`config.mk`:
```
export PLATFORM = sky130hd
export DESIGN_NAME = tpwm_timer
export DESIGN_NICKNAME = d
export VERILOG_FILES = /design/src/tpwm_pkg.sv /design/src/tpwm_timer.sv
export VERILOG_INCLUDE_DIRS = /design/src
export SDC_FILE = /design/constraint.sdc
export NUM_CORES = 1
export LEC_CHECK = 0
export BUFFER_PORTS_ARGS = -buffer_cell sky130_fd_sc_hd__buf_2
export CORE_ASPECT_RATIO = 0.75
export CORE_MARGIN = 3
export CORE_UTILIZATION = 40
export DETAILED_ROUTE_END_ITERATION = 16
export PLACE_DENSITY = 0.61
export REMOVE_ABC_BUFFERS = 1
export SYNTH_ARGS = -nofsm -noshare
export SYNTH_HDL_FRONTEND = slang
export SYNTH_SLANG_ARGS = --single-unit
```
`constraint.sdc`:
```
create_clock -name ref_clk -period 3.1 [get_ports ref_clk]
set_input_delay 0.31 -clock ref_clk [delete_from_list [all_inputs] [get_ports ref_clk]]
set_output_delay 0.31 -clock ref_clk [all_outputs]
set_load 0.02 [all_outputs]
```
`src/tpwm_consts.svh`:
```
// Register offsets, field positions, reset values and counts of the PWM timer
`ifndef TPWM_CONSTS_SVH
`define TPWM_CONSTS_SVH

// Word offsets on the Avalon word bus
`define TPWM_OFF_CTRL_ONE   4'h0
`define TPWM_OFF_CTRL_TWO   4'h1
`define TPWM_OFF_STATUS     4'h2
`define TPWM_OFF_EDGE_HI    4'h3
`define TPWM_OFF_EDGE_LO    4'h4
`define TPWM_OFF_PERIOD_HI  4'h5
`define TPWM_OFF_PERIOD_LO  4'h6
`define TPWM_OFF_CAP2_HI    4'h7
`define TPWM_OFF_CAP2_LO    4'h8
`define TPWM_OFF_COUNT_HI   4'h9
`define TPWM_OFF_COUNT_LO   4'ha

// Control one fields
`define TPWM_C1_LVL_EDGE    0
`define TPWM_C1_LVL_PERIOD  1
`define TPWM_C1_CAP_IRQ_EN  7
// Control two fields
`define TPWM_C2_CLK_SEL_LO  0
`define TPWM_C2_SINGLE      4
`define TPWM_C2_PWM         5
`define TPWM_C2_EDGE_PIN_EN 7
// Status fields
`define TPWM_ST_CAP1        7
`define TPWM_ST_CAP2        5
`define TPWM_ST_OC1         6
`define TPWM_ST_OC2         4

`define TPWM_CTRL_RESET     8'h00
`define TPWM_CMP_RESET      16'h0000
`define TPWM_CNT_RELOAD     16'hfffc
`define TPWM_CNT_RESET      16'hfffc
`define TPWM_UNDEF_READ     8'h00

// Clock select codes and prescale dividers minus one
`define TPWM_CS_DIV4        2'h0
`define TPWM_CS_DIV2        2'h1
`define TPWM_CS_DIV8        2'h2
`define TPWM_CS_EXT         2'h3
`define TPWM_PRE_DIV2_M1    3'h1
`define TPWM_PRE_DIV4_M1    3'h3
`define TPWM_PRE_DIV8_M1    3'h7

`endif

```
`src/tpwm_pkg.sv`:
```
// Types shared by the PWM timer
package tpwm_pkg;

  typedef struct packed {
    logic [3:0] address;
    logic       read;
    logic       write;
    logic [31:0] writedata;
  } tpwm_avs_req_t;

  typedef struct packed {
    logic [31:0] readdata;
    logic        waitrequest;
  } tpwm_avs_rsp_t;

  typedef enum logic [1:0] {
    TPWM_BUS_IDLE = 2'b00,
    TPWM_BUS_ACK  = 2'b01
  } tpwm_bus_state_t;

  typedef struct packed {
    tpwm_bus_state_t bus;
    logic [31:0] rdata;
    logic [7:0]  ctrl_one;
    logic [7:0]  ctrl_two;
    logic [15:0] edge_cmp;
    logic [15:0] period_cmp;
    logic [15:0] edge_act;
    logic [15:0] period_act;
    logic        edge_hold;
    logic        period_hold;
    logic [15:0] cnt;
    logic [2:0]  pre;
    logic        ext_d;
    logic        cap2_d;
    logic [15:0] cap2_val;
    logic        cap1_flag;
    logic        cap2_flag;
    logic        pin;
  } tpwm_state_t;

endpackage

```
`src/tpwm_timer.sv`:
```
// PWM mode of a 16-bit timer with Avalon-MM register access
`timescale 1ns/1ps
`include "tpwm_consts.svh"
module tpwm_timer (
  // Clock and reset
  input  wire logic                 ref_clk,
  input  wire logic                 rst_b,
  // Avalon-MM slave
  input  wire tpwm_pkg::tpwm_avs_req_t avs_req,
  output tpwm_pkg::tpwm_avs_rsp_t   avs_rsp,
  // CPU side
  input  wire logic                 cpu_irq_mask,
  input  wire logic                 halt_mode,
  output logic                      timer_irq,
  // Pins
  input  wire logic                 ext_timer_clk,
  input  wire logic                 first_capture_pin,
  input  wire logic                 second_capture_pin,
  output logic                      waveform_out_pin
);
  import tpwm_pkg::*;

  // Build option: the flash variant drops capture two; the period bytes read as undefined in every build
  localparam logic FLASH_VARIANT = 1'b1;

  tpwm_state_t s_reg;
  tpwm_state_t s_next;

  function automatic logic [2:0] pre_limit(input logic [1:0] sel);
    unique case (sel)
      `TPWM_CS_DIV2: pre_limit = `TPWM_PRE_DIV2_M1;
      `TPWM_CS_DIV4: pre_limit = `TPWM_PRE_DIV4_M1;
      `TPWM_CS_DIV8: pre_limit = `TPWM_PRE_DIV8_M1;
      `TPWM_CS_EXT:  pre_limit = `TPWM_PRE_DIV2_M1;
    endcase
  endfunction

  function automatic logic [31:0] byte_word(input logic [7:0] b);
    byte_word = {24'h000000, b};
  endfunction

  logic       pwm_on;
  logic       tick;
  logic       edge_hit;
  logic       period_hit;
  logic       wr;
  logic       rd;
  logic       rd_done;
  logic [7:0] wb;

  always_comb begin
    pwm_on = s_reg.ctrl_two[`TPWM_C2_PWM];
    // Writes and read side effects land at the edge where waitrequest is low
    wr      = avs_req.write && (s_reg.bus == TPWM_BUS_ACK);
    rd      = avs_req.read && !avs_req.write && (s_reg.bus == TPWM_BUS_IDLE);
    rd_done = avs_req.read && !avs_req.write && (s_reg.bus == TPWM_BUS_ACK);
    wb     = avs_req.writedata[7:0];
    // Tick: prescaler wrap or rising external edge, frozen in halt
    if (halt_mode) begin
      tick = 1'b0;
    end else if (s_reg.ctrl_two[`TPWM_C2_CLK_SEL_LO +: 2] == `TPWM_CS_EXT) begin
      tick = ext_timer_clk && !s_reg.ext_d;
    end else begin
      tick = (s_reg.pre == pre_limit(s_reg.ctrl_two[`TPWM_C2_CLK_SEL_LO +: 2]));
    end
    // Match is suppressed while a high byte waits for its low byte
    edge_hit   = pwm_on && tick && !s_reg.edge_hold
                 && (s_reg.cnt == s_reg.edge_act);
    period_hit = pwm_on && tick && !s_reg.period_hold
                 && (s_reg.cnt == s_reg.period_act);
  end

  always_comb begin
    s_next = s_reg;
    // Prescaler runs except in halt and external clock mode so rate changes take effect quickly
    if (!halt_mode) begin
      if (tick || s_reg.ctrl_two[`TPWM_C2_CLK_SEL_LO +: 2] == `TPWM_CS_EXT) begin
        s_next.pre = 3'h0;
      end else begin
        s_next.pre = s_reg.pre + 3'h1;
      end
    end
    s_next.ext_d  = ext_timer_clk;
    s_next.cap2_d = second_capture_pin;

    if (period_hit) begin
      s_next.cnt        = `TPWM_CNT_RELOAD;
      s_next.edge_act   = s_reg.edge_cmp;
      s_next.period_act = s_reg.period_cmp;
      s_next.pin        = s_reg.ctrl_one[`TPWM_C1_LVL_PERIOD];
      s_next.cap1_flag  = 1'b1;
    end else if (tick) begin
      s_next.cnt = s_reg.cnt + 16'h0001;
      if (edge_hit) begin
        s_next.pin = s_reg.ctrl_one[`TPWM_C1_LVL_EDGE];
      end
    end
    if (!pwm_on) begin
      // Outside PWM the compares follow software directly
      s_next.edge_act   = s_reg.edge_cmp;
      s_next.period_act = s_reg.period_cmp;
    end

    // Capture two: counter restarts each period, so values are period-relative
    if (!FLASH_VARIANT && second_capture_pin && !s_reg.cap2_d) begin
      s_next.cap2_val  = s_reg.cnt;
      s_next.cap2_flag = 1'b1;
    end

    // Bus: one wait cycle, answer in the following cycle
    unique case (s_reg.bus)
      TPWM_BUS_IDLE: begin
        if (avs_req.read || avs_req.write) begin
          s_next.bus = TPWM_BUS_ACK;
        end
      end
      TPWM_BUS_ACK: begin
        s_next.bus = TPWM_BUS_IDLE;
      end
      default: s_next.bus = TPWM_BUS_IDLE;
    endcase

    if (wr) begin
      unique case (avs_req.address)
        `TPWM_OFF_CTRL_ONE: s_next.ctrl_one = wb;
        `TPWM_OFF_CTRL_TWO: s_next.ctrl_two = wb;
        `TPWM_OFF_EDGE_HI: begin
          s_next.edge_cmp[15:8] = wb;
          s_next.edge_hold      = 1'b1;
        end
        `TPWM_OFF_EDGE_LO: begin
          s_next.edge_cmp[7:0] = wb;
          s_next.edge_hold     = 1'b0;
        end
        `TPWM_OFF_PERIOD_HI: begin
          s_next.period_cmp[15:8] = wb;
          s_next.period_hold      = 1'b1;
        end
        `TPWM_OFF_PERIOD_LO: begin
          s_next.period_cmp[7:0] = wb;
          s_next.period_hold     = 1'b0;
        end
        default: ;
      endcase
    end

    if (rd) begin
      unique case (avs_req.address)
        `TPWM_OFF_CTRL_ONE: s_next.rdata = byte_word(s_reg.ctrl_one);
        `TPWM_OFF_CTRL_TWO: s_next.rdata = byte_word(s_reg.ctrl_two);
        `TPWM_OFF_STATUS: begin
          s_next.rdata = 32'h00000000;
          s_next.rdata[`TPWM_ST_CAP1] = s_reg.cap1_flag;
          s_next.rdata[`TPWM_ST_CAP2] = s_reg.cap2_flag;
          s_next.rdata[`TPWM_ST_OC1]  = 1'b0;
          s_next.rdata[`TPWM_ST_OC2]  = 1'b0;
        end
        `TPWM_OFF_EDGE_HI:   s_next.rdata = byte_word(s_reg.edge_cmp[15:8]);
        `TPWM_OFF_EDGE_LO:   s_next.rdata = byte_word(s_reg.edge_cmp[7:0]);
        `TPWM_OFF_PERIOD_HI: s_next.rdata = byte_word(`TPWM_UNDEF_READ);
        `TPWM_OFF_PERIOD_LO: s_next.rdata = byte_word(`TPWM_UNDEF_READ);
        `TPWM_OFF_CAP2_HI:   s_next.rdata = byte_word(s_reg.cap2_val[15:8]);
        `TPWM_OFF_CAP2_LO:   s_next.rdata = byte_word(s_reg.cap2_val[7:0]);
        `TPWM_OFF_COUNT_HI:  s_next.rdata = byte_word(s_reg.cnt[15:8]);
        `TPWM_OFF_COUNT_LO:  s_next.rdata = byte_word(s_reg.cnt[7:0]);
        default:             s_next.rdata = 32'h00000000;
      endcase
    end
    // Reading capture-two low clears the flags; a new event wins
    if (rd_done && avs_req.address == `TPWM_OFF_CAP2_LO) begin
      s_next.cap1_flag = period_hit;
      s_next.cap2_flag = !FLASH_VARIANT && second_capture_pin && !s_reg.cap2_d;
    end
    if (wr && avs_req.address == `TPWM_OFF_STATUS) begin
      // Write one to clear; set on the same cycle wins
      if (wb[`TPWM_ST_CAP1] && !period_hit) begin
        s_next.cap1_flag = 1'b0;
      end
      if (wb[`TPWM_ST_CAP2]) begin
        s_next.cap2_flag = !FLASH_VARIANT && second_capture_pin && !s_reg.cap2_d;
      end
    end
    if (FLASH_VARIANT) begin
      s_next.cap2_flag = 1'b0;
      s_next.cap2_val  = 16'h0000;
    end
    // First capture pin is never sampled here: disconnected in PWM
  end

  always_ff @(posedge ref_clk or negedge rst_b) begin
    if (!rst_b) begin
      s_reg             <= '0;
      s_reg.bus         <= TPWM_BUS_IDLE;
      s_reg.ctrl_one    <= `TPWM_CTRL_RESET;
      s_reg.ctrl_two    <= `TPWM_CTRL_RESET;
      s_reg.edge_cmp    <= `TPWM_CMP_RESET;
      s_reg.period_cmp  <= `TPWM_CMP_RESET;
      s_reg.cnt         <= `TPWM_CNT_RESET;
    end else begin
      s_reg <= s_next;
    end
  end

  always_comb begin
    avs_rsp.readdata    = s_reg.rdata;
    avs_rsp.waitrequest = (avs_req.read || avs_req.write) && (s_reg.bus == TPWM_BUS_IDLE);
    // Pin belongs to the waveform only with the edge pin enabled
    waveform_out_pin = s_reg.ctrl_two[`TPWM_C2_EDGE_PIN_EN] && s_reg.pin;
    timer_irq = s_reg.cap1_flag && s_reg.ctrl_one[`TPWM_C1_CAP_IRQ_EN]
                && !cpu_irq_mask;
  end

  logic unused_pin;
  assign unused_pin = first_capture_pin;

endmodule // tpwm_timer

```
After elaboration in Yosys (flattened, before gate mapping)
Cells that the tools add are included.
{"block": "classes", "n_reduce_logical": 41, "add_sub_neg": 2, "mux": 23, "n_eq_ne": 18}
{"cell": "32-bit 2-to-1 mux", "count": 2}
{"cell": "8-bit one-hot mux with 7 select lines", "count": 1}
{"cell": "16-bit == test", "count": 2}
{"cell": "16-bit 2-to-1 mux", "count": 2}
{"cell": "2-bit AND reduction", "count": 9}
{"cell": "1-bit logical AND", "count": 17}
{"cell": "16-bit by 1-bit adder with 16-bit output (second input constant)", "count": 1}
{"cell": "4-bit by 3-bit == test with 1-bit output (second input constant)", "count": 3}
{"cell": "4-bit == test (second input constant)", "count": 3}
{"cell": "3-bit 2-to-1 mux", "count": 3}
{"cell": "3-bit one-hot mux with 3 select lines", "count": 1}
{"cell": "4-bit by 2-bit == test with 1-bit output (second input constant)", "count": 2}
{"cell": "1-bit 2-to-1 mux", "count": 8}
{"cell": "2-bit 2-to-1 mux", "count": 4}
{"cell": "2-bit nonzero test", "count": 4}
{"cell": "1-bit logical NOT", "count": 6}
{"cell": "2-bit by 1-bit == test with 1-bit output (second input constant)", "count": 2}
{"cell": "2-bit == test (second input constant)", "count": 2}
{"cell": "4-bit by 1-bit == test with 1-bit output (second input constant)", "count": 1}
{"cell": "2-bit logical NOT", "count": 2}
{"cell": "4-bit logical NOT", "count": 1}
{"cell": "2-bit by 1-bit != test with 1-bit output (second input constant)", "count": 2}
{"cell": "1-bit one-hot mux with 2 select lines", "count": 2}
{"cell": "3-bit by 1-bit adder with 3-bit output (second input constant)", "count": 1}
{"cell": "2 further kinds", "count": 3}
{"block": "totals", "out_inout_bits": 35, "in_bits": 45, "elab_cells": 101, "reg_bits": 138}

Logic depth before layout (Yosys ltp)
Gate-level depths: netlist of run 1.
{"block": "logic_depth", "depth_word": 14, "depth_mapped": 8, "ltp_nobuf": 6}

Least setup slack after synthesis of run 1
Ideal clock, no wire load.
{"block": "synth_timing", "kind": "reg-to-reg", "from": "register s_reg[30] in the netlist's numbering", "to": "register s_reg[44] in the netlist's numbering", "period_less_slack_ns": 2.186, "path_slack_ns": 0.914, "t_required_ns": 2.973, "t_arrival_ns": 2.058, "path_buffers": 2, "stages_incl_launch_ff": 9, "path_cell_list": "dfstp_2 clkbuf_1 xnor2_1 nand4_1 nor3_1 nand3_1 nand2_2 buf_6 mux2_1"}
{"block": "synth_via", "elab_chain_cells": 3}
{"item": "start, declared", "line": "tpwm_timer.sv:26", "source": "tpwm_state_t s_reg;"}
{"item": "start signal, assigned", "line": "tpwm_timer.sv:200", "source": "s_reg <= s_next;"}
{"item": "16-bit == test", "line": "tpwm_timer.sv:70", "source": "&& (s_reg.cnt == s_reg.period_act);"}
{"item": "1-bit logical AND", "line": "tpwm_timer.sv:70"}
{"item": "2-bit by 1-bit != test with 1-bit output (no line)"}
Every way passes these cells.
A chain may end at the register's enable or synchronous reset.

Final worst setup path of run 1
{"block": "layout_timing", "from": "register s_reg[30] in the netlist's numbering", "to": "register s_reg[63] in the netlist's numbering"}
The elaborated chain is that of the path after synthesis.

==> impl_metrics.py, run 1 <==
metrics = {
    "logic_synthesis": {
        "synth_compound_area_share_pct": 7.03,
        "synthArstFlopShare_pct": 100,
        "synth_xor_area_share_pct": 6.45,
        "synth_top_family_by_area": "multiplexers",
        "synth.avg_cell_area_um2": 11.6,
        "netlist_area_mm2": 0.00570,
        "synthMuxAreaShare_pct": 17.9,
        "synth_edf_count": 0,
        "synthSimpleGateAreaFrac_pct": 11.5,
        "yosysUniqueCellTypes": 49,
        "synth_seq_cells": 113,
        "yosysWarnings": 0,
        "synthAdderAreaFrac_pct": 0.439,
        "postSynthCellCount": 490,
        "synth_seq_area_share_pct": 49.9,
        "synthFlopType": "dfrtp_1",
    },
    "die": {
        "ios": 80,
        "die_w_um": 144,
        "die_h_um": 109,
        "fp.coreArea_mm2": 0.0138,
        "rows": 37,
        "start_util_pct": 41.2,
        "dieArea_mm2": 0.0157,
    },
    "sta": {
        "tightest_slew_ns": 0.745,
        "final.setup.tns_ns": 0,
        "setup_viol": 0,
        "fin_crit_ns": 2.54,
        "rsz0062_at_grt": "false",
        "drv_slew": 0,
        "finalHoldViolations": 0,
        "fmax_mhz": 394,
        "setup_ws_ns": 0.562,
        "period_share_pct": 81.9,
        "slew_headroom_pct": 50.3,
        "worst_clock_skew_ns": 0.00848,
        "hold_slack_ns": 0.0290,
    },
    "global_routing": {
        "grt-ovfl-total": 0,
        "grt_pass1_vias": 3747,
        "gr-usage-all-layers_pct": 18.2,
        "antenna_found_initial": 0,
        "grt_max_degree": 61,
        "grt_pass1_wl_um": 21400,
    },
    "job": {
        "maxCapViolCount": 0,
    },
    "routing": {
        "wl_per_cell_um": 19.1,
        "drtPass1Iterations": 4,
        "viasPerCell": 5.44,
        "met2WireLength_um": 5430,
        "wl_met3_um": 756,
        "initialDrtViolationCount": 368,
        "dr.max_layer_used": "met4",
        "vias": 3805,
        "antenna_left": 0,
        "drc_errors": 0,
        "wl_um": 13400,
        "wl_met1_um": 6980,
    },
    "power": {
        "comb_power_share_pct": 17.1,
        "p_leak_uw": 0.00294,
        "switchingPower_uw": 1360,
        "power_density_mw_per_mm2": 744,
        "p_seq_share_pct": 43.5,
        "p_int_uw": 3430,
        "vdd_drop_max_v": 0.000445,
        "switching_share_pct": 28.3,
        "p_clk_share_pct": 39.4,
    },
    "finish": {
        "stdcell_count": 700,
        "fin_nets": 559,
        "largest_register_ffs": 104,
        "fillers": 1249,
        "layout-drive-gt1-share_pct": 27.4,
        "n_antenna_cell": 0,
        "synthToLayoutAreaGrowth_pct": 12.9,
    },
    "place": {
        "placed_cells": 667,
        "io_buffers": 29,
        "hpwlAfterDp_um": 9270,
        "routabilityCongestion": 0.899,
        "place_worst_setup_slack_ns": 0.567,
    },
    "clock_network": {
        "cts_buffer_depth": 2,
        "cts_tree": "done",
        "cts.sinks": 113,
        "cts.clk_slew.worst_paths_ns": 0.05,
        "holdBufCountCts": 1,
        "cts-buffers-inserted": 17,
        "post_cts_buffers": 0,
        "cts_root_buf": "clkbuf_16",
        "cts_max_level": 4,
        "worstSkewPairLatency_ns": 0.42,
        "post_cts_resized": 0,
    },
    "setup_path": {
        "end_kind": "register",
        "cp.required_ns": 3.39,
        "cp_data_arrival_time_ns": 2.83,
        "reg2reg_to": "s_reg[63]$_DFFE_PN0P_",
        "rr_worst_depth": 7,
        "path_cells": "xnor2_1, nand4_1, nor3_1, nand3_1, nand2_2, buf_4, mux2_1",
        "critPathKind": "reg2reg",
        "rr_startpoint": "s_reg[30]$_DFFE_PN1P_",
        "slowest_stage": "dfstp_2",
        "rrSetupSlack_ns": 0.56,
        "critPathLaunchType": "register",
        "critPathMaxStageDelay_ns": 0.65,
        "path_max_fanout": 16,
    },
    "min_path": {
        "holdPathStages": 1,
        "whs_endpoint": "s_reg[20]$_DFF_PN0_",
        "hold_class": "in2reg",
        "min_from": "ext_timer_clk",
    },
    "status": {
        "status": "complete, no violations",
    },
}
[worst max-delay path: cells and delay by family, from the launching register on]
| family | cells | cell delay, ns |
|---|---|---|
| xor+xnor | 1 | 0.14 |
| buf+inv | 1 | 0.27 |
| flops | 1 | 0.65 |
| mux | 1 | 0.35 |
| simple gates | 4 | 0.98 |
[metal layers]
layer,up-vias,GRT usage [%]
li1,1731,-
met1,1938,28.3
met2,113,24.6
met3,23,5.17
met4,0,4.70
met5,-,0
[worst max-delay path by stage]
stage	start	end	slack [ns]	cells after the start
after floorplan	s_reg[106]$_DFFE_PN0P_	s_reg[42]$_DFFE_PN0P_	0.75	6
after global placement	s_reg[30]$_DFFE_PN1P_	s_reg[60]$_DFFE_PN0P_	0.61	7
after detailed placement	s_reg[30]$_DFFE_PN1P_	s_reg[65]$_DFFE_PN0P_	0.57	7
after CTS	s_reg[30]$_DFFE_PN1P_	s_reg[63]$_DFFE_PN0P_	0.56	7
after global routing	s_reg[30]$_DFFE_PN1P_	s_reg[49]$_DFFE_PN0P_	0.37	7
final	s_reg[30]$_DFFE_PN1P_	s_reg[63]$_DFFE_PN0P_	0.56	7
[metrics by stage]
step                instance area, um2  power, uW  util, %
floorplan                         5420       2610        -
global placement                  5850       2880     42.3
detailed placement                5850       2920     42.3
CTS                               6430       4820     46.5
global route                      6430       5030     46.5
finish                            6430       4790     46.5
[logic make-up (layout without fill, tap and decap cells)]
logic type      Yosys count  count (layout)
mux                      91              91
buf+inv                  62              74
xor+xnor                 42              42
other cells               1              24
compound gates           58              58
fa+ha+maj                 2               2
flops                   113             113
simple gates            121             121
[synth_stat cells, types with 6 or more instances]
| cell | n | share of area (%) |
|---|---|---|
| dfrtp_1 | 99 | 43 |
| mux2_2 | 56 | 11 |
| buf_4 | 33 | 4.3 |
| nand2_1 | 32 | 2.1 |
| mux2_1 | 30 | 5.9 |
| xor2_1 | 23 | 3.5 |
| xnor2_1 | 19 | 2.9 |
| nor2_1 | 17 | 1.1 |
| clkbuf_1 | 15 | 0.99 |
| nand3_1 | 15 | 1.3 |
| nor3_1 | 15 | 1.3 |
| o21ai_0 | 15 | 1.3 |
| dfstp_2 | 14 | 6.5 |
| nor2b_1 | 8 | 0.88 |
| a21oi_1 | 7 | 0.61 |
| nand4_1 | 7 | 0.77 |
| a221oi_1 | 6 | 0.92 |
[layout by cell type, fill, tap and decap left out, types with 14 or more instances in the layout]
master,Yosys,layout
buf_2,4,28
clkbuf_16,0,17
conb_1,1,24
dfrtp_1,99,99
dfstp_2,14,14
mux2_1,30,30
mux2_2,56,56
nand2_1,32,32
nand3_1,15,15
nor2_1,17,17
nor3_1,15,15
o21ai_0,15,15
xnor2_1,19,19
xor2_1,23,23
[layout make-up]
cell class,count,area (um2),area share (%)
Sequential cell,113,2850,44.2
Multi-Input combinational cell,338,2560,39.7
Clock buffer,21,460,7.16
Timing Repair Buffer,37,223,3.46
Tap cell,175,219,3.40
Clock inverter,11,113,1.75
Inverter,5,18.8,0.292
[power by group through the flow]
stage	Sequential (uW)	Clock (uW)	Combinational (uW)
detailed placement	2100	0	815
global route	2130	1980	912
global placement	2090	0	789
floorplan	2010	0	596
finish	2080	1880	818
CTS	2080	1920	823
Note: power is estimated with default switching activity, not from simulation.
==> run 2, diff against run 1 <==
==> constraint.sdc (replaced) <==
create_clock -name ref_clk -period 2.43 [get_ports ref_clk]
set_input_delay 0.243 -clock ref_clk [delete_from_list [all_inputs] [get_ports ref_clk]]
set_output_delay 0.243 -clock ref_clk [all_outputs]
set_load 0.02 [all_outputs]
==> run 2 against run 1 <==
Net effect: wire length grew 1.1%; count of clock-buffer cells in the layout grew 2; register-to-register slack lost 0.30 ns; non-clock buffer count grew 12; cell count grew 1.7%; critical path depth is the same; via count grew 1.4%; critical path type unchanged; critical endpoint is now s_reg[72]$_DFFE_PN0P_; largest power group is now the clock network; highest routed layer unchanged.
==> impl_metrics.py, run 2 (same netlist as run 1, synthesis figures left out) <==
metrics = {
    "status": {
        "status": "complete, no violations",
    },
    "sta": {
        "rsz0062_at_grt": "false",
        "fmax_mhz": 461,
        "setup_viol": 0,
        "final.setup.tns_ns": 0,
        "drv_slew": 0,
        "slew_headroom_pct": 56.4,
        "tightest_slew_ns": 0.655,
        "worst_clock_skew_ns": 0.0119,
        "finalHoldViolations": 0,
        "period_share_pct": 89.4,
        "fin_crit_ns": 2.17,
        "hold_slack_ns": 0.0682,
    },
    "power": {
        "comb_power_share_pct": 17.9,
        "p_leak_uw": 0.00305,
        "power_density_mw_per_mm2": 979,
        "p_int_uw": 4730,
        "p_clk_share_pct": 41.8,
        "switchingPower_uw": 1760,
        "vdd_drop_max_v": 0.000499,
        "switching_share_pct": 27.1,
        "p_seq_share_pct": 40.4,
    },
    "place": {
        "routabilityCongestion": 0.857,
        "io_buffers": 29,
        "hpwlAfterDp_um": 9290,
    },
    "routing": {
        "wl_um": 13500,
        "vias": 3858,
        "antenna_left": 0,
        "initialDrtViolationCount": 389,
        "drtPass1Iterations": 4,
        "wl_per_cell_um": 19.0,
        "viasPerCell": 5.42,
        "drc_errors": 0,
    },
    "finish": {
        "fin_nets": 571,
        "layout_common_cells": "99 x dfrtp_1, 56 x mux2_2, 32 x nand2_1, 30 x mux2_1, 28 x buf_2",
        "final_common_cell": "dfrtp_1",
        "synthToLayoutAreaGrowth_pct": 16.3,
        "largest_register_ffs": 104,
        "layout-drive-gt1-share_pct": 29.1,
        "n_antenna_cell": 0,
    },
    "setup_path": {
        "path_max_fanout": 20,
        "critPathKind": "reg2reg",
        "critPathBufInv": 1,
        "cp.required_ns": 2.72,
        "end_kind": "register",
        "cp_data_arrival_time_ns": 2.46,
        "critPathMaxStageDelay_ns": 0.59,
        "slowest_stage": "dfstp_2",
        "path_cells": "xnor2_1, nand4_1, nor3_1, nand3_1, nand2_2, buf_12, mux2_1",
        "critPathLaunchType": "register",
        "crit_family": "simple AND/OR/NAND/NOR gates",
    },
    "global_routing": {
        "grt_pass1_vias": 3796,
        "gr-usage-all-layers_pct": 18.3,
        "grt-ovfl-total": 0,
        "antenna_found_initial": 0,
        "grt_max_degree": 114,
        "grt_pass1_wl_um": 21500,
    },
    "clock_network": {
        "cts.sinks": 113,
        "cts_max_level": 4,
        "worstSkewPairLatency_ns": 0.42,
        "post_cts_buffers": 0,
        "cts-buffers-inserted": 17,
        "cts_root_buf": "clkbuf_16",
        "cts_buffer_depth": 2,
        "post_cts_resized": 0,
        "holdBufCountCts": 2,
        "cts.clk_slew.worst_paths_ns": 0.06,
        "cts_tree": "done",
    },
    "job": {
        "maxCapViolCount": 0,
    },
    "die": {
        "dieArea_mm2": 0.0157,
        "die_w_um": 144,
        "ios": 80,
        "rows": 37,
        "fp.coreArea_mm2": 0.0138,
        "die_h_um": 109,
        "start_util_pct": 41.2,
    },
    "min_path": {
        "hold_class": "in2reg",
    },
}
[run 2: layout make-up]
type                            count  area (um2)
Inverter                            5        18.8
Timing Repair Buffer               49         340
Clock inverter                      9         151
Sequential cell                   113        2850
Fill cell                        1230        7210
Clock buffer                       23         498
Multi-Input combinational cell    338        2560
Tap cell                          175         219
[run 2: worst paths after layout]
path | start | to | slack (ns) | cells past startpoint
max in group asynchronous | rst_b | s_reg[61]$_DFFE_PN0P_ | 1.49 | 3
setup reg to reg | s_reg[37]$_DFFE_PN1P_ | s_reg[72]$_DFFE_PN0P_ | 0.26 | 7
setup / recovery | s_reg[37]$_DFFE_PN1P_ | s_reg[72]$_DFFE_PN0P_ | 0.26 | 7
hold reg to reg | avs_rsp[6]$_DFFE_PN0P_ | avs_rsp[6]$_DFFE_PN0P_ | 0.48 | 2
min in group asynchronous | rst_b | s_reg[22]$_DFFE_PN0N_ | 0.40 | 3
hold / removal | avs_req[33] | s_reg[154]$_DFFE_PN0P_ | 0.07 | 3
[run 2: per-stage QoR]
step                      cells  power (uW)  worst slack [ns]  util (%)  area [um2]
final                       712        6490             0.259      47.9        6630
after global routing        712        6790             0.108      47.9        6630
after CTS                   712        6530             0.272      47.9        6630
after detailed placement    678        3780             0.291      43.1        5960
after global placement      678        3730             0.318      43.1        5960
after floorplan             456        3330            0.0754         -        5420
[run 2: power by group through the flow]
stage	clock network (uW)	logic, uW	registers, uW
finish	2710	1160	2620
global route	2850	1280	2670
CTS	2750	1170	2610
detailed placement	0	1140	2640
global placement	0	1110	2620
floorplan	0	760	2570
[run 2: metal layers]
| layer | wire length (um) | up-vias | GRT usage [%] |
|---|---|---|---|
| li1 | - | 1752 | - |
| met1 | 6520 | 1965 | 28.0 |
| met2 | 5880 | 130 | 25.1 |
| met3 | 1010 | 11 | 4.35 |
| met4 | 95 | 0 | 5.91 |
| met5 | 0 | - | 0 |
[run 2: worst register-to-register path, stage by stage (launching register included)]
cell,delay [ns]
dfstp_2,0.59
xnor2_1,0.22
nand4_1,0.15
nor3_1,0.27
nand3_1,0.12
nand2_2,0.14
buf_12,0.19
mux2_1,0.35
==> run 3, diff against run 2 <==
--- a/config.mk
+++ b/config.mk
@@ -7,7 +7,6 @@
 export NUM_CORES = 1
 export LEC_CHECK = 0
 export BUFFER_PORTS_ARGS = -buffer_cell sky130_fd_sc_hd__buf_2
-export CORE_ASPECT_RATIO = 0.75
 export CORE_MARGIN = 3
 export CORE_UTILIZATION = 40
 export DETAILED_ROUTE_END_ITERATION = 16
==> constraint.sdc (replaced) <==
create_clock -name ref_clk -period 2.3 [get_ports ref_clk]
set_input_delay 0.23 -clock ref_clk [delete_from_list [all_inputs] [get_ports ref_clk]]
set_output_delay 0.23 -clock ref_clk [all_outputs]
set_load 0.02 [all_outputs]
==> run 3 against run 2 <==
Net effect: fmax rose by 4.3%; sequential power grew 5%; sequential cell count is the same; worst hold slack worse by 0.018 ns; power increased by 1.3%; critical path depth shrank 1; die area hardly changed; count of clock-buffer cells in the layout up 4; critical endpoint is now s_reg[37]$_DFFE_PN1P_; largest cell class unchanged; largest power group is now sequential cells.
==> impl_metrics.py, run 3 (same netlist as run 1, synthesis figures left out) <==
metrics = {
    "power": {
        "power_density_mw_per_mm2": 992,
        "p_leak_uw": 0.00305,
        "vdd_drop_max_v": 0.000568,
    },
    "sta": {
        "setup_viol": 0,
        "drv_slew": 0,
        "worst_clock_skew_ns": 0.00996,
        "final.setup.tns_ns": 0,
        "rsz0062_at_grt": "false",
        "slew_headroom_pct": 65.4,
        "finalHoldViolations": 0,
        "tightest_slew_ns": 0.517,
        "fmax_mhz": 480,
        "fin_crit_ns": 2.08,
        "period_share_pct": 90.5,
    },
    "finish": {
        "synthToLayoutAreaGrowth_pct": 16.2,
        "final_core_util_pct": 48.7,
        "largest_register_ffs": 104,
        "final_common_cell": "dfrtp_1",
        "final_area_mm2": 0.00662,
        "fin_nets": 578,
        "stdcell_count": 720,
        "n_antenna_cell": 0,
        "layout-drive-gt1-share_pct": 29.2,
        "layout_common_cells": "99 x dfrtp_1, 56 x mux2_2, 32 x nand2_1, 30 x mux2_1, 28 x buf_2",
    },
    "die": {
        "die_w_um": 125,
        "ios": 80,
        "fp.coreArea_mm2": 0.0136,
        "start_util_pct": 41.9,
        "die_h_um": 125,
        "rows": 42,
        "dieArea_mm2": 0.0157,
    },
    "global_routing": {
        "grt_max_degree": 49,
        "grt_pass1_wl_um": 21400,
        "grt_pass1_vias": 3823,
        "antenna_found_initial": 0,
        "grt-ovfl-total": 0,
        "gr-usage-all-layers_pct": 17.6,
    },
    "clock_network": {
        "cts_buffer_depth": 2,
        "cts_max_level": 4,
        "cts.clk_slew.worst_paths_ns": 0.05,
        "worstSkewPairLatency_ns": 0.42,
        "cts_root_buf": "clkbuf_16",
        "cts_tree": "done",
        "cts.sinks": 113,
        "cts-buffers-inserted": 17,
    },
    "routing": {
        "wl_per_cell_um": 18.2,
        "drc_errors": 0,
        "wl_um": 13100,
        "antenna_left": 0,
        "vias": 3810,
        "initialDrtViolationCount": 232,
        "drtPass1Iterations": 5,
        "viasPerCell": 5.29,
    },
    "place": {
        "placed_cells": 686,
        "routabilityCongestion": 0.872,
        "io_buffers": 29,
        "postPlaceCellArea_mm2": 0.00601,
        "hpwlAfterDp_um": 9240,
    },
    "setup_path": {
        "end_kind": "register",
        "path_max_fanout": 6,
        "critPathLaunchType": "register",
        "cp.required_ns": 2.65,
        "critPathKind": "reg2reg",
        "cp_data_arrival_time_ns": 2.43,
    },
    "job": {
        "maxCapViolCount": 0,
    },
    "status": {
        "status": "complete, no violations",
    },
    "min_path": {
        "hold_class": "in2reg",
    },
}
-- run 3: cell count changes in the layout (fill, tap and decap cells not counted) --
cell       before  now
buf_4          16   23
bufinv_16       4    2
clkbuf_1        1    5
clkinv_2        3    2
clkinv_4        1    0
-- run 3: per-stage QoR --
step / hold slack, ns / power [uW] / setup WS (ns)
6_report: 0.0506 / 6570 / 0.218
5_1_grt: 0.0667 / 6910 / 0.0725
4_1_cts: 0.0423 / 6620 / 0.214
3_5_place_dp: 0.196 / 3990 / 0.223
3_3_place_gp: 0.186 / 3940 / 0.258
2_1_floorplan: -0.0656 / 3520 / -0.0546
-- run 3: routing by layer --
| layer | part of all wire (%) | up-vias | wire length [um] | global-route usage [%] |
|---|---|---|---|---|
| li1 | - | 1774 | - | - |
| met1 | 47 | 1891 | 6150 | 24.5 |
| met2 | 46 | 121 | 6070 | 26.6 |
| met3 | 4.9 | 24 | 641 | 5.20 |
| met4 | 1.8 | 0 | 233 | 5.80 |
| met5 | 0 | - | 0 | 0 |
-- run 3: worst paths after layout --
path / from / to / slack (ns) / cells after the start
min in group asynchronous: rst_b / s_reg[116]$_DFFE_PN0P_ / 0.28 / 2
max reg2reg: s_reg[26]$_DFFE_PN1P_ / s_reg[37]$_DFFE_PN1P_ / 0.22 / 6
max: s_reg[26]$_DFFE_PN1P_ / s_reg[37]$_DFFE_PN1P_ / 0.22 / 6
max in group asynchronous: rst_b / s_reg[32]$_DFFE_PN1P_ / 1.36 / 3
min: avs_req[33] / s_reg[154]$_DFFE_PN0P_ / 0.05 / 3
min reg2reg: avs_rsp[5]$_DFFE_PN0P_ / avs_rsp[5]$_DFFE_PN0P_ / 0.47 / 2
-- run 3: critical path, stage by stage (launching register included) --
cell and delay, ns:
dfstp_2 0.53, buf_4 0.15, nand3_1 0.14, nor3_1 0.41
nand3_1 0.30, or3_1 0.38, nand3_1 0.10
-- run 3: repair_timing --
| item | CTS | global route |
|---|---|---|
| hold endpoints to repair | 28 | 0 |
| hold buffers | 2 | 0 |
| gates resized for setup | 0 | 0 |
| buffers inserted | 0 | 0 |
-- run 3: where the power goes --
group	switching, uW	internal [uW]
Combinational	576	622
Clock	874	1730
Sequential	336	2430
-- run 3: layout make-up --
class	instances	area [um2]
clock buffers	27	513
clock inverters	5	77.6
fillers	1218	6990
inverters	5	18.8
multi-input cells	338	2560
flip-flops and latches	113	2850
well taps	176	220
repair buffers	56	393
